$ cat src/amp_diag_defines.svh
// Offsets, field positions, reset values and codes of the diagnostic
// status register group. Definitions only; included by bare name.
`ifndef AMP_DIAG_DEFINES_SVH
`define AMP_DIAG_DEFINES_SVH

// Register offsets on the internal register port
`define OFS_SHORT_THR_CH34    8'h0B
`define OFS_DIAG_RES_CH12     8'h0C
`define OFS_DIAG_RES_CH34     8'h0D
`define OFS_LINE_OUT_DET      8'h0E
`define OFS_STATE_READBACK    8'h0F
`define OFS_CHAN_FAULTS       8'h10
`define OFS_GLOBAL_FAULTS     8'h11

// Reset values
`define RST_SHORT_THR_CH34    8'h11
`define RST_DIAG_RES          8'h00
`define RST_LINE_OUT_DET      8'h00
`define RST_STATE_READBACK    8'h55
`define RST_CHAN_FAULTS       8'h00
`define RST_GLOBAL_FAULTS     8'h00

// Threshold code fields in the threshold register
`define THR_CH3_MSB           7
`define THR_CH3_LSB           4
`define THR_CH4_MSB           3
`define THR_CH4_LSB           0

// Highest defined threshold code; above it the code is reserved
`define THR_CODE_MAX          4'h9
`define THR_CODE_WIDTH        4

// Field positions in the global fault register
`define GF_INVALID_CLOCK      4
`define GF_PSTAGE_OV          3
`define GF_BATT_OV            2
`define GF_PSTAGE_UV          1
`define GF_BATT_UV            0

`endif

$ cat src/amp_diag_pkg.sv
// Types shared by the diagnostic status register group.
// Assumes the defines header is compiled alongside.
package amp_diag_pkg;

	// Reported per-channel operating state
	typedef enum logic [1:0] {
		STATE_PLAY = 2'b00,
		STATE_HIZ  = 2'b01,
		STATE_MUTE = 2'b10,
		STATE_DIAG = 2'b11
	} chan_state_t;

	// Per-channel DC diagnostic flags, MSB first as in the register
	typedef struct packed {
		logic shortToGround;
		logic shortToSupply;
		logic openLoad;
		logic shortedLoad;
	} diag_flags_t;

	// Raw outcome of one DC diagnostic run on one channel
	typedef struct packed {
		logic       done;
		logic       shortToGround;
		logic       shortToSupply;
		logic       openLoad;
		logic [7:0] loadHalfOhm;
	} diag_meas_t;

	// Global supply and clock fault events
	typedef struct packed {
		logic invalidClock;
		logic pstageOv;
		logic battOv;
		logic pstageUv;
		logic battUv;
	} global_fault_t;

endpackage

$ cat src/diag_channel_result.sv
// Holds the DC diagnostic flags of one channel.
// Assumes a measurement arrives with a one-cycle done pulse.
`timescale 1ns/1ns
module diag_channel_result (
	// Clock and reset
	input  wire logic                      clk,
	input  wire logic                      rst,
	// Threshold in half-ohm units and its validity
	input  wire logic [4:0]                thrHalfOhm,
	input  wire logic                      thrValid,
	// Measurement from the analog detector
	input  wire amp_diag_pkg::diag_meas_t  meas,
	// Latched flags
	output amp_diag_pkg::diag_flags_t      flags
);

	amp_diag_pkg::diag_flags_t flags_reg;
	amp_diag_pkg::diag_flags_t flags_next;
	wire logic                 belowThr;

	// A reserved code never marks a load as shorted
	assign belowThr = thrValid && (meas.loadHalfOhm < {3'b000, thrHalfOhm});

	// Each run replaces all four flags, so stale results cannot linger
	assign flags_next = meas.done ?
		amp_diag_pkg::diag_flags_t'({meas.shortToGround, meas.shortToSupply,
			meas.openLoad, belowThr}) : flags_reg;

	always_ff @(posedge clk) begin
		if (rst)
			flags_reg <= '0;
		else
			flags_reg <= flags_next;
	end

	assign flags = flags_reg;

endmodule

$ cat src/channel_state_report.sv
// Derives the reported operating state of one channel.
// Assumes the power stage reports the state it has actually reached.
`timescale 1ns/1ns
module channel_state_report (
	// Clock and reset
	input  wire logic                       clk,
	input  wire logic                       rst,
	// State applied by the output stage and diagnostic activity
	input  wire amp_diag_pkg::chan_state_t  appliedState,
	input  wire logic                       diagRunning,
	// Reported state
	output amp_diag_pkg::chan_state_t       state
);

	amp_diag_pkg::chan_state_t state_reg;
	amp_diag_pkg::chan_state_t state_next;

	// A running diagnostic overrides whatever the stage reports
	assign state_next = diagRunning ? amp_diag_pkg::STATE_DIAG
		: appliedState;

	always_ff @(posedge clk) begin
		if (rst)
			state_reg <= amp_diag_pkg::STATE_HIZ;
		else
			state_reg <= state_next;
	end

	assign state = state_reg;

endmodule

$ cat src/amp_diag_fault_status_regs.sv
// Operation
// [RULE_01] Threshold register 0x0B, ch3 high, ch4 low, 0x11
// [RULE_02] Code selects shorted-load ohms, 0000 is half-ohm
// [RULE_03] Half-ohm steps; codes above 1001 reserved
// [RULE_04] Result register 0x0C holds ch1 and ch2 flags
// [RULE_05] Result register 0x0D holds ch3 and ch4 flags
// [RULE_06] Short-to-ground flag set when found
// [RULE_07] Short-to-supply flag set when found
// [RULE_08] Open-load flag set when found
// [RULE_09] Shorted-load flag when load below threshold
// [RULE_10] Line-output flags at 0x0E, upper nibble zero
// [RULE_11] State readback at 0x0F, resets 0x55
// [RULE_12] States: play, high-Z, mute, diagnostics
// [RULE_13] Host requests states through register 0x04
// [RULE_14] Channel fault register 0x10: overcurrent, DC
// [RULE_15] Overcurrent flag set once fault detected
// [RULE_16] DC-fault flag set once offset detected
// [RULE_17] Global fault register 0x11, supply and clock
// [RULE_18] Diagnostic fault reaches pin only when enabled
// [RULE_19] Writes to status registers are ignored
//
// Diagnostic and protection status register group of a four-channel
// amplifier. Assumes the serial control front end turns bus transfers
// into single-cycle read and write strobes on the register port, and
// that the analog detectors deliver synchronous events.
`timescale 1ns/1ns
`include "amp_diag_defines.svh"
module amp_diag_fault_status_regs (
	// Clock and reset
	input  wire logic                         clk,
	input  wire logic                         rst,
	// Register port from the serial control front end
	input  wire logic [7:0]                   regAddr,
	input  wire logic                         regWrite,
	input  wire logic [7:0]                   regWrData,
	input  wire logic                         regRead,
	output logic [7:0]                        regRdData,
	output logic                              regRdValid,
	// Thresholds of ch1 and ch2, held in a neighbouring register
	input  wire logic [7:0]                   shortThresholdCh12,
	// DC diagnostic measurements, index 0 is channel 1
	input  wire amp_diag_pkg::diag_meas_t     diagMeas [4],
	input  wire logic [3:0]                   diagRunning,
	input  wire logic [3:0]                   lineOutputDetect,
	input  wire logic                         lineOutputDone,
	// Channel state reached by each output stage
	input  wire amp_diag_pkg::chan_state_t    appliedState [4],
	// Protection events
	input  wire logic [3:0]                   overcurrentEvent,
	input  wire logic [3:0]                   dcOffsetEvent,
	input  wire amp_diag_pkg::global_fault_t  globalFaultEvent,
	// Report control and fault pin contribution
	input  wire logic                         diagReportEnable,
	output logic                              diagFaultToPin,
	// Threshold codes for the detector of ch3 and ch4
	output logic [3:0]                        shortThresholdCodeCh3,
	output logic [3:0]                        shortThresholdCodeCh4
);

	// Threshold code decoding, used for every channel
	function automatic logic thrCodeValid(input logic [3:0] code);
		thrCodeValid = (code <= `THR_CODE_MAX);
	endfunction

	// Code n stands for (n+1) half-ohms, from 0.5 up to 5 ohms
	function automatic logic [4:0] thrCodeHalfOhm(input logic [3:0] code);
		thrCodeHalfOhm = {1'b0, code} + 5'h01;
	endfunction

	// Register state
	logic [7:0]                 shortThr_reg;
	logic [7:0]                 shortThr_next;
	logic [3:0]                 lineOut_reg;
	logic [3:0]                 lineOut_next;
	logic [3:0]                 overcurrent_reg;
	logic [3:0]                 overcurrent_next;
	logic [3:0]                 dcFault_reg;
	logic [3:0]                 dcFault_next;
	logic [4:0]                 globalFault_reg;
	logic [4:0]                 globalFault_next;
	logic [7:0]                 rdData_reg;
	logic [7:0]                 rdData_next;
	logic                       rdValid_reg;

	// Decoded accesses
	wire logic                  wrThr;
	wire logic                  rdChanFaults;
	wire logic                  rdGlobalFaults;

	// Per-channel views
	wire logic [3:0]            thrCode   [4];
	amp_diag_pkg::diag_flags_t  diagFlags [4];
	amp_diag_pkg::chan_state_t  repState  [4];
	wire logic [7:0]            diagResCh12;
	wire logic [7:0]            diagResCh34;
	wire logic [7:0]            stateReadback;
	wire logic [7:0]            chanFaults;
	wire logic [7:0]            globalFaults;
	wire logic                  anyDiagFault;

	// Only the threshold register accepts writes
	assign wrThr = regWrite && (regAddr == `OFS_SHORT_THR_CH34); // [RULE_01]

	// Writes to every other offset fall through untouched
	// [RULE_19]
	assign shortThr_next = wrThr ? regWrData : shortThr_reg;

	// Reads of the fault registers also clear what they returned
	assign rdChanFaults   = regRead && (regAddr == `OFS_CHAN_FAULTS);
	assign rdGlobalFaults = regRead && (regAddr == `OFS_GLOBAL_FAULTS);

	// Threshold codes of all four channels
	assign thrCode[0] = shortThresholdCh12[7:4];
	assign thrCode[1] = shortThresholdCh12[3:0];
	assign thrCode[2] = shortThr_reg[`THR_CH3_MSB:`THR_CH3_LSB]; // [RULE_01]
	assign thrCode[3] = shortThr_reg[`THR_CH4_MSB:`THR_CH4_LSB]; // [RULE_01]

	assign shortThresholdCodeCh3 = thrCode[2];
	assign shortThresholdCodeCh4 = thrCode[3];

	// One result holder and one state tracker per channel
	genvar ch;
	generate
		for (ch = 0; ch < 4; ch = ch + 1) begin : gChan
			// Threshold decode: half-ohm steps, reserved codes off
			diag_channel_result uResult (
				.clk       (clk),
				.rst       (rst),
				.thrHalfOhm(thrCodeHalfOhm(thrCode[ch])), // [RULE_02] [RULE_03]
				.thrValid  (thrCodeValid(thrCode[ch])),   // [RULE_03] [RULE_09]
				.meas      (diagMeas[ch]),                // [RULE_06] [RULE_07] [RULE_08]
				.flags     (diagFlags[ch])
			);

			// Reported state follows what the stage applied
			channel_state_report uState (
				.clk         (clk),
				.rst         (rst),
				.appliedState(appliedState[ch]), // [RULE_13]
				.diagRunning (diagRunning[ch]),  // [RULE_12]
				.state       (repState[ch])
			);
		end
	endgenerate

	// Result registers, channel with lower number in the upper nibble
	assign diagResCh12 = {diagFlags[0], diagFlags[1]}; // [RULE_04]
	assign diagResCh34 = {diagFlags[2], diagFlags[3]}; // [RULE_05]

	// State readback, channel 1 in the top two bits
	assign stateReadback = {repState[0], repState[1],
		repState[2], repState[3]}; // [RULE_11] [RULE_12]

	// Line output flags are refreshed only when a line check completes
	assign lineOut_next = lineOutputDone ? lineOutputDetect : lineOut_reg;

	// Sticky protection flags; a new event beats a clearing read
	// [RULE_15]
	assign overcurrent_next = overcurrentEvent |
		(rdChanFaults ? 4'h0 : overcurrent_reg);
	// [RULE_16]
	assign dcFault_next = dcOffsetEvent |
		(rdChanFaults ? 4'h0 : dcFault_reg);
	// [RULE_17]
	assign globalFault_next = globalFaultEvent |
		(rdGlobalFaults ? 5'h00 : globalFault_reg);

	// Channel fault register: overcurrent high nibble, DC low nibble
	assign chanFaults = {overcurrent_reg, dcFault_reg}; // [RULE_14]

	// Global fault register with the three reserved bits at zero
	assign globalFaults = {3'b000, globalFault_reg}; // [RULE_17]

	// A diagnostic fault reaches the pin only when reporting is enabled
	assign anyDiagFault = |diagResCh12 || |diagResCh34;
	assign diagFaultToPin = diagReportEnable && anyDiagFault; // [RULE_18]

	// Read multiplexer; unmapped offsets in this group read zero
	always_comb begin
		rdData_next = rdData_reg;
		if (regRead) begin
			case (regAddr)
				`OFS_SHORT_THR_CH34: rdData_next = shortThr_reg;
				`OFS_DIAG_RES_CH12:  rdData_next = diagResCh12;
				`OFS_DIAG_RES_CH34:  rdData_next = diagResCh34;
				`OFS_LINE_OUT_DET:   rdData_next = {4'h0, lineOut_reg}; // [RULE_10]
				`OFS_STATE_READBACK: rdData_next = stateReadback;
				`OFS_CHAN_FAULTS:    rdData_next = chanFaults;
				`OFS_GLOBAL_FAULTS:  rdData_next = globalFaults;
				default:             rdData_next = 8'h00;
			endcase
		end
	end

	// Threshold and line output state
	always_ff @(posedge clk) begin
		if (rst) begin
			shortThr_reg <= `RST_SHORT_THR_CH34; // [RULE_01]
			lineOut_reg  <= 4'h0;
		end else begin
			shortThr_reg <= shortThr_next;
			lineOut_reg  <= lineOut_next;
		end
	end

	// Protection flags
	always_ff @(posedge clk) begin
		if (rst) begin
			overcurrent_reg <= 4'h0;
			dcFault_reg     <= 4'h0;
			globalFault_reg <= 5'h00;
		end else begin
			overcurrent_reg <= overcurrent_next;
			dcFault_reg     <= dcFault_next;
			globalFault_reg <= globalFault_next;
		end
	end

	// Read data is held until the next read so the front end can shift it
	always_ff @(posedge clk) begin
		if (rst) begin
			rdData_reg  <= 8'h00;
			rdValid_reg <= 1'b0;
		end else begin
			rdData_reg  <= rdData_next;
			rdValid_reg <= regRead;
		end
	end

	assign regRdData  = rdData_reg;
	assign regRdValid = rdValid_reg;

endmodule

$ cat config.mk
export PLATFORM = sky130hd
export DESIGN_NAME = amp_diag_fault_status_regs
export DESIGN_NICKNAME = d
export VERILOG_FILES = /design/src/amp_diag_pkg.sv /design/src/diag_channel_result.sv /design/src/channel_state_report.sv /design/src/amp_diag_fault_status_regs.sv
export VERILOG_INCLUDE_DIRS = /design/src
export SDC_FILE = /design/constraint.sdc
export NUM_CORES = 1
export LEC_CHECK = 0
export ABC_AREA = 1
export BUFFER_PORTS_ARGS = -buffer_cell sky130_fd_sc_hd__buf_2
export CAP_MARGIN = 25
export CELL_PAD_IN_SITES_DETAIL_PLACEMENT = 0
export CELL_PAD_IN_SITES_GLOBAL_PLACEMENT = 2
export CORE_UTILIZATION = 28
export DETAILED_ROUTE_END_ITERATION = 10
export HOLD_SLACK_MARGIN = 0.15
export PLACE_DENSITY = 0.91
export SLEW_MARGIN = 10
export SYNTH_ARGS = -nofsm -noshare
export SYNTH_HDL_FRONTEND = slang
export SYNTH_SLANG_ARGS = --single-unit
$ cat constraint.sdc
create_clock -name clk -period 2.92 [get_ports clk]
set_clock_uncertainty 0.05 [all_clocks]
set_input_delay 0.438 -clock clk [delete_from_list [all_inputs] [get_ports clk]]
set_output_delay 0.438 -clock clk [all_outputs]
set_load 0.005 [all_outputs]
== Yosys cells after proc, flatten, opt, wreduce, memory -nomap -nowiden ==
Index checks and enable logic that the tools add are counted.

* $add $sub $neg: 4
* $lt $le $gt $ge: 8
* Equality and inequality tests: 7
* Multiplexer cells: 8
* Bitwise gates (word level): 3
* Reductions and logical operators: 15

{| class="wikitable"
|+ Operator list
! cell !! number
|-
| $pmux W8 S7 || 1
|-
| $eq A8 B4 Y1 const B || 5
|-
| $lt A8 B5 Y1 || 4
|-
| $add A4 B1 Y5 const B || 4
|-
| $eq A8 B5 Y1 const B || 2
|-
| $le A4 B4 Y1 const B || 4
|-
| $reduce_or A8 Y1 || 2
|-
| $logic_and A1 B1 Y1 || 8
|-
| $mux W2 || 4
|-
| $mux W4 || 2
|-
| $or A4 B4 Y4 || 2
|-
| $reduce_or A2 Y1 || 4
|-
| $mux W5 || 1
|-
| $or A5 B5 Y5 || 1
|-
| $logic_or A1 B1 Y1 || 1
|}

* Register bits after elaboration: 58
* Input bits: 107
* Output and inout port bits: 18
* Logic and storage cells: 76

== Longest topological paths before layout ==
* Depth in word-level cells: 4
* Depth in mapped cells: 11
* Mapped depth without buffers: 11

== By module ==
Synthesis repeated with hierarchy kept, for this count alone.

* Cells, all modules: 491
* Area total of the unflattened synthesis: 3410.8 um2

{| class="wikitable"
|+ By module, submodules not included
! module !! times used !! cells each !! area an instance (um2) !! seq. area each (um2)
|-
| amp_diag_fault_status_regs || 1 || 303 || 2079.5 || 680.7
|-
| diag_channel_result || 4 || 40 || 274.0 || 80.1
|-
| channel_state_report || 4 || 7 || 58.8 || 40.0
|}

== Worst setup path after synthesis ==
Ideal clock, no wire load.

* Path type: register to register
* From: register shortThr_reg[0]
* To: register gChan[3].uResult.flags_reg (netlist bit gChan[3].uResult.flags[0])
* Setup time: 0.138 ns
* Arrival: 1.402 ns
* Required time: 2.732 ns
* Path slack: 1.330 ns
* Stages on the path, launching flop included: 12
* Buffers on the path: 0
* Cell sequence: dfxtp_1 -> inv_1 -> ha_1 -> inv_1 -> ha_1 -> o21ai_0 -> nand2_1 -> nand3_1 -> nand2_1 -> nand3_1 -> nand2_1 -> a21oi_1

* Longest elaborated chain between the ends: 3
* Elaborated cells on any way between the ends: 4
* Classes of those cells: 1 x add/sub; 2 x order compare; 1 x reduce/logical

{| class="wikitable"
|+ Ends and longest elaborated chain
! element !! RTL line !! RTL
|-
| start: declaration || amp_diag_fault_status_regs.sv:71 || <nowiki>logic [7:0] shortThr_reg;</nowiki>
|-
| start signal: assignment || amp_diag_fault_status_regs.sv:198 || <nowiki>shortThr_reg <= `RST_SHORT_THR_CH34;</nowiki>
|-
| start signal: assignment || amp_diag_fault_status_regs.sv:201 || <nowiki>shortThr_reg <= shortThr_next;</nowiki>
|-
| $add A4 B1 Y5 || amp_diag_fault_status_regs.sv:67 || <nowiki>thrCodeHalfOhm = {1'b0, code} + 5'h01;</nowiki>
|-
| $lt A8 B5 Y1 || diag_channel_result.sv:22 || <nowiki>assign belowThr = thrValid && (meas.loadHalfOhm < {3'b000, thrHalfOhm});</nowiki>
|-
| $logic_and A1 B1 Y1 (*) || diag_channel_result.sv:22 ||
|-
| end signal: assignment || diag_channel_result.sv:33 || <nowiki>flags_reg <= flags_next;</nowiki>
|-
| end: declaration || diag_channel_result.sv:17 || <nowiki>amp_diag_pkg::diag_flags_t flags_reg;</nowiki>
|}

Every way passes the cells marked *; elsewhere a longest branch is shown, timed or not.
A chain may end at the register's enable or synchronous reset.

== Worst setup path after layout ==
* From: register gChan[2].uResult.flags_reg (netlist bit gChan[2].uResult.flags[3])
* To: output port diagFaultToPin

* Longest elaborated chain between the ends: 3

{| class="wikitable"
|+ Ends and longest elaborated chain
! element !! RTL line !! RTL
|-
| start: declaration || diag_channel_result.sv:17 ||
|-
| start signal: assignment || diag_channel_result.sv:33 ||
|-
| $reduce_or A8 Y1 || amp_diag_fault_status_regs.sv:175 || <nowiki>assign anyDiagFault = |diagResCh12 || |diagResCh34;</nowiki>
|-
| $logic_or A1 B1 Y1 || amp_diag_fault_status_regs.sv:175 ||
|-
| $logic_and A1 B1 Y1 || amp_diag_fault_status_regs.sv:176 || <nowiki>assign diagFaultToPin = diagReportEnable && anyDiagFault;</nowiki>
|-
| end: declaration || amp_diag_fault_status_regs.sv:54 || <nowiki>output logic diagFaultToPin,</nowiki>
|}

Every way passes these cells.

==> metrics <==
outcome=finished clean; register area share after synthesis=0.358; final instance area=between 0.004 and 0.005 mm²; share of layout cells above drive strength 1=0.281; vias=about 3300; core box area=between 0.01 and 0.015 mm²; Rel. slew slack=0.603; TritonCTS Sinks=58; Initial Util=0.292; Hold Violations, Final=0; Clock transition at path regs=approximately 0.050 ns; ys flop type=dfxtp_1; CTS buffer count=9; worst r2r src=shortThr_reg[4]; TNS Setup=0 ns; CP Capture Point=diagFaultToPin; vias in the first global route=roughly 3200; gr ovfl total=0; Critical-path top delay cell=dfxtp_1; cell count after synthesis=roughly 450; RSZ-0062 raised after global routing=no; filler cell count=around 1200; clock latency on the worst-skew pair=0.32 ns; max FFs per register=16; Worst Hold Class=in2reg; drt wl/cell=12.4 µm; Min Hold Slack=between 0.2 and 0.3 ns; Max Slew Vio Count=0; Leak Pwr=2.10 nW; synth top area cells=dfxtp_1, ha_1, nand3_1, nor2_1, nand2_1; minimum clock period=about 1.9 ns; Detailed Route WL=~8900 µm; # H-tree levels=3; Final Setup Violations=0; worst path required time=~2.4 ns; Int Pwr=1.70 mW; critical-path cell list=nor4_1, nand2_1, o21a_1, buf_2; switching power share of the total=0.225; syn_nets=slightly below 600; worst-path fanout max=3; EDFF count, synth=0; Mapped Area=0.00324 mm²; post-synth top area cell=dfxtp_1; Final #Nets=711; GRT Total Usage=0.156; largest net degree at the start of global routing=35; num ports=around 130; net load switching power=~0.49 mW; reg2reg end=gChan[2].uResult.flags[0]; CTS tree=yes; DR vias/cell=about 4.6; worst slew pin tran=between 0.5 and 0.6 ns; FF-to-FF setup slack=around 1.1 ns; Worst Setup SP=gChan[2].uResult.flags[3]; Reg power frac=0.388; Port Buffers=124; Root Buffer=clkbuf_16; postcts setup bufs=0; Netlist cell types=28; synth-to-layout area growth=32.3%; arrival time worst endpoint=1.39 ns; cts hold-fix bufs=0; Max Cap Viol=0; CTS resizes=0; Comb pwr share=0.106; Die Height=between 100 and 150 µm; first-pass GRT wire length=about 14000 µm; Iter 0 DRT Violations=approximately 140; Area after DPL=approximately 0.0040 mm²; Synth Register Bits=58; initial antenna violation count=0; Yosys top cell area share=0.358; asr flop ratio synth=0; f_max=roughly 530 MHz; GPL Wtd Cong=around 0.77; Pwr per Cell Area=between 500 and 600 mW/mm²; Tcrit/Tclk final=0.643; row count=38; die area=approximately 0.012 mm²; clk buf depth=2; DP HPWL=between 7000 and 8000 µm; post-route DRC violation count=0; Die Wd=approximately 110 µm; router iterations before antenna repair=4; post-route ant nets=0; CP endpoint kind=output pin; Worst Reg-to-Reg Cells=11; clock share of power=0.506; slowest stage delay, CP=about 0.33 ns; WS Path Type=reg2out; nature of the critical path startpoint=flop; Synth Warn #=0; Peak VDD IR=between 0.2 and 0.3 mV; syn avg cell area=between 7 and 8 µm²
-- worst min-delay path by stage --
| stage | start | endpoint | slack, ns | depth (start not counted) |
|---|---|---|---|---|
| after floorplan | dcFault_reg[0] | dcFault_reg[0] | 0.41 | 2 |
| after global placement | regRdData[7] | regRdData[7] | 0.41 | 2 |
| after detailed placement | regRdData[4] | regRdData[4] | 0.42 | 2 |
| after CTS | appliedState[2] | gChan[2].uState.state[0] | 0.25 | 2 |
| after global routing | appliedState[4] | gChan[1].uState.state[0] | 0.26 | 2 |
| final | appliedState[0] | gChan[3].uState.state[0] | 0.26 | 3 |
-- cell usage after synthesis (all sizes together) (6+ instances only) --
master  instances
a21oi          38
buf             6
clkbuf          6
dfxtp          58
ha             28
inv            37
nand2          73
nand3          66
nor2           85
o21ai          30
-- placed cells by master (no fill, tap or decap), drive strengths merged --
cell,instances
a21oi,38
buf,126
bufinv,2
clkbuf,11
clkinv,3
clkinvlp,1
dfxtp,58
diode,1
ha,28
inv,37
nand2,73
nand3,66
nor2,85
nor3,2
nor3b,1
nor4,4
o211ai,2
o21a,1
o21ai,30
o21bai,2
or3,3
xnor2,4
xor2,4
-- layer usage --
layer | GRT usage | up-vias | wire [µm]
met5 | 0 | - | 0
met4 | 0.0543 | 0 | 106
met3 | 0.0338 | 7 | 619
met2 | 0.267 | 99 | 4080
met1 | 0.193 | 1458 | 4120
li1 | - | 1745 | -
-- layout make-up --
| cell class | count | area (µm²) | share of cell area |
|---|---|---|---|
| Clock buffer | 11 | 243 | 0.0566 |
| Antenna cell | 1 | 2.50 | 0.000584 |
| Inverter | 38 | 143 | 0.0333 |
| Tap cell | 140 | 175 | 0.0409 |
| Timing Repair Buffer | 126 | 636 | 0.148 |
| Sequential cell | 58 | 1160 | 0.271 |
| Multi-Input combinational cell | 343 | 1850 | 0.431 |
| Clock inverter | 5 | 77.6 | 0.0181 |
-- critical path: cells and delay by family (launching register included) --
family,cells,cell delay [ns]
AOI/OAI and AO/OA,1,0.19
and+or+nand+nor,2,0.44
buffers and inverters,1,0.12
DFF,1,0.33
-- logic make-up (layout without fill, tap and decap cells) --
group / Yosys count / count (layout) / synth area share
other: 0 / 1 / 0
DFF: 58 / 58 / 0.358
adders and majority gates: 28 / 28 / 0.108
xor gates and xnor gates: 8 / 8 / 0.0216
and+or+nand+nor: 234 / 234 / 0.319
AOI/OAI and AO/OA: 73 / 73 / 0.122
buffers and inverters: 50 / 180 / 0.0707
-- per-stage QoR --
step                 util  setup WS [ns]  instances  total power [mW]
floorplan               -           1.33        451             0.986
global placement    0.358          0.988        705              1.10
detailed placement  0.358          0.921        705              1.10
CTS                 0.387           1.01        721              2.22
global route        0.387          0.915        721              2.30
finish              0.387           1.04        722              2.20
-- power groups by stage --
stage / registers (mW) / clock network [mW] / logic, mW
5_1_grt: 0.855 / 1.17 / 0.272
3_5_place_dp: 0.868 / 0 / 0.236
4_1_cts: 0.852 / 1.13 / 0.237
6_report: 0.852 / 1.11 / 0.233
3_3_place_gp: 0.868 / 0 / 0.229
2_1_floorplan: 0.859 / 0 / 0.127
Note: power is estimated with default switching activity, not from simulation.
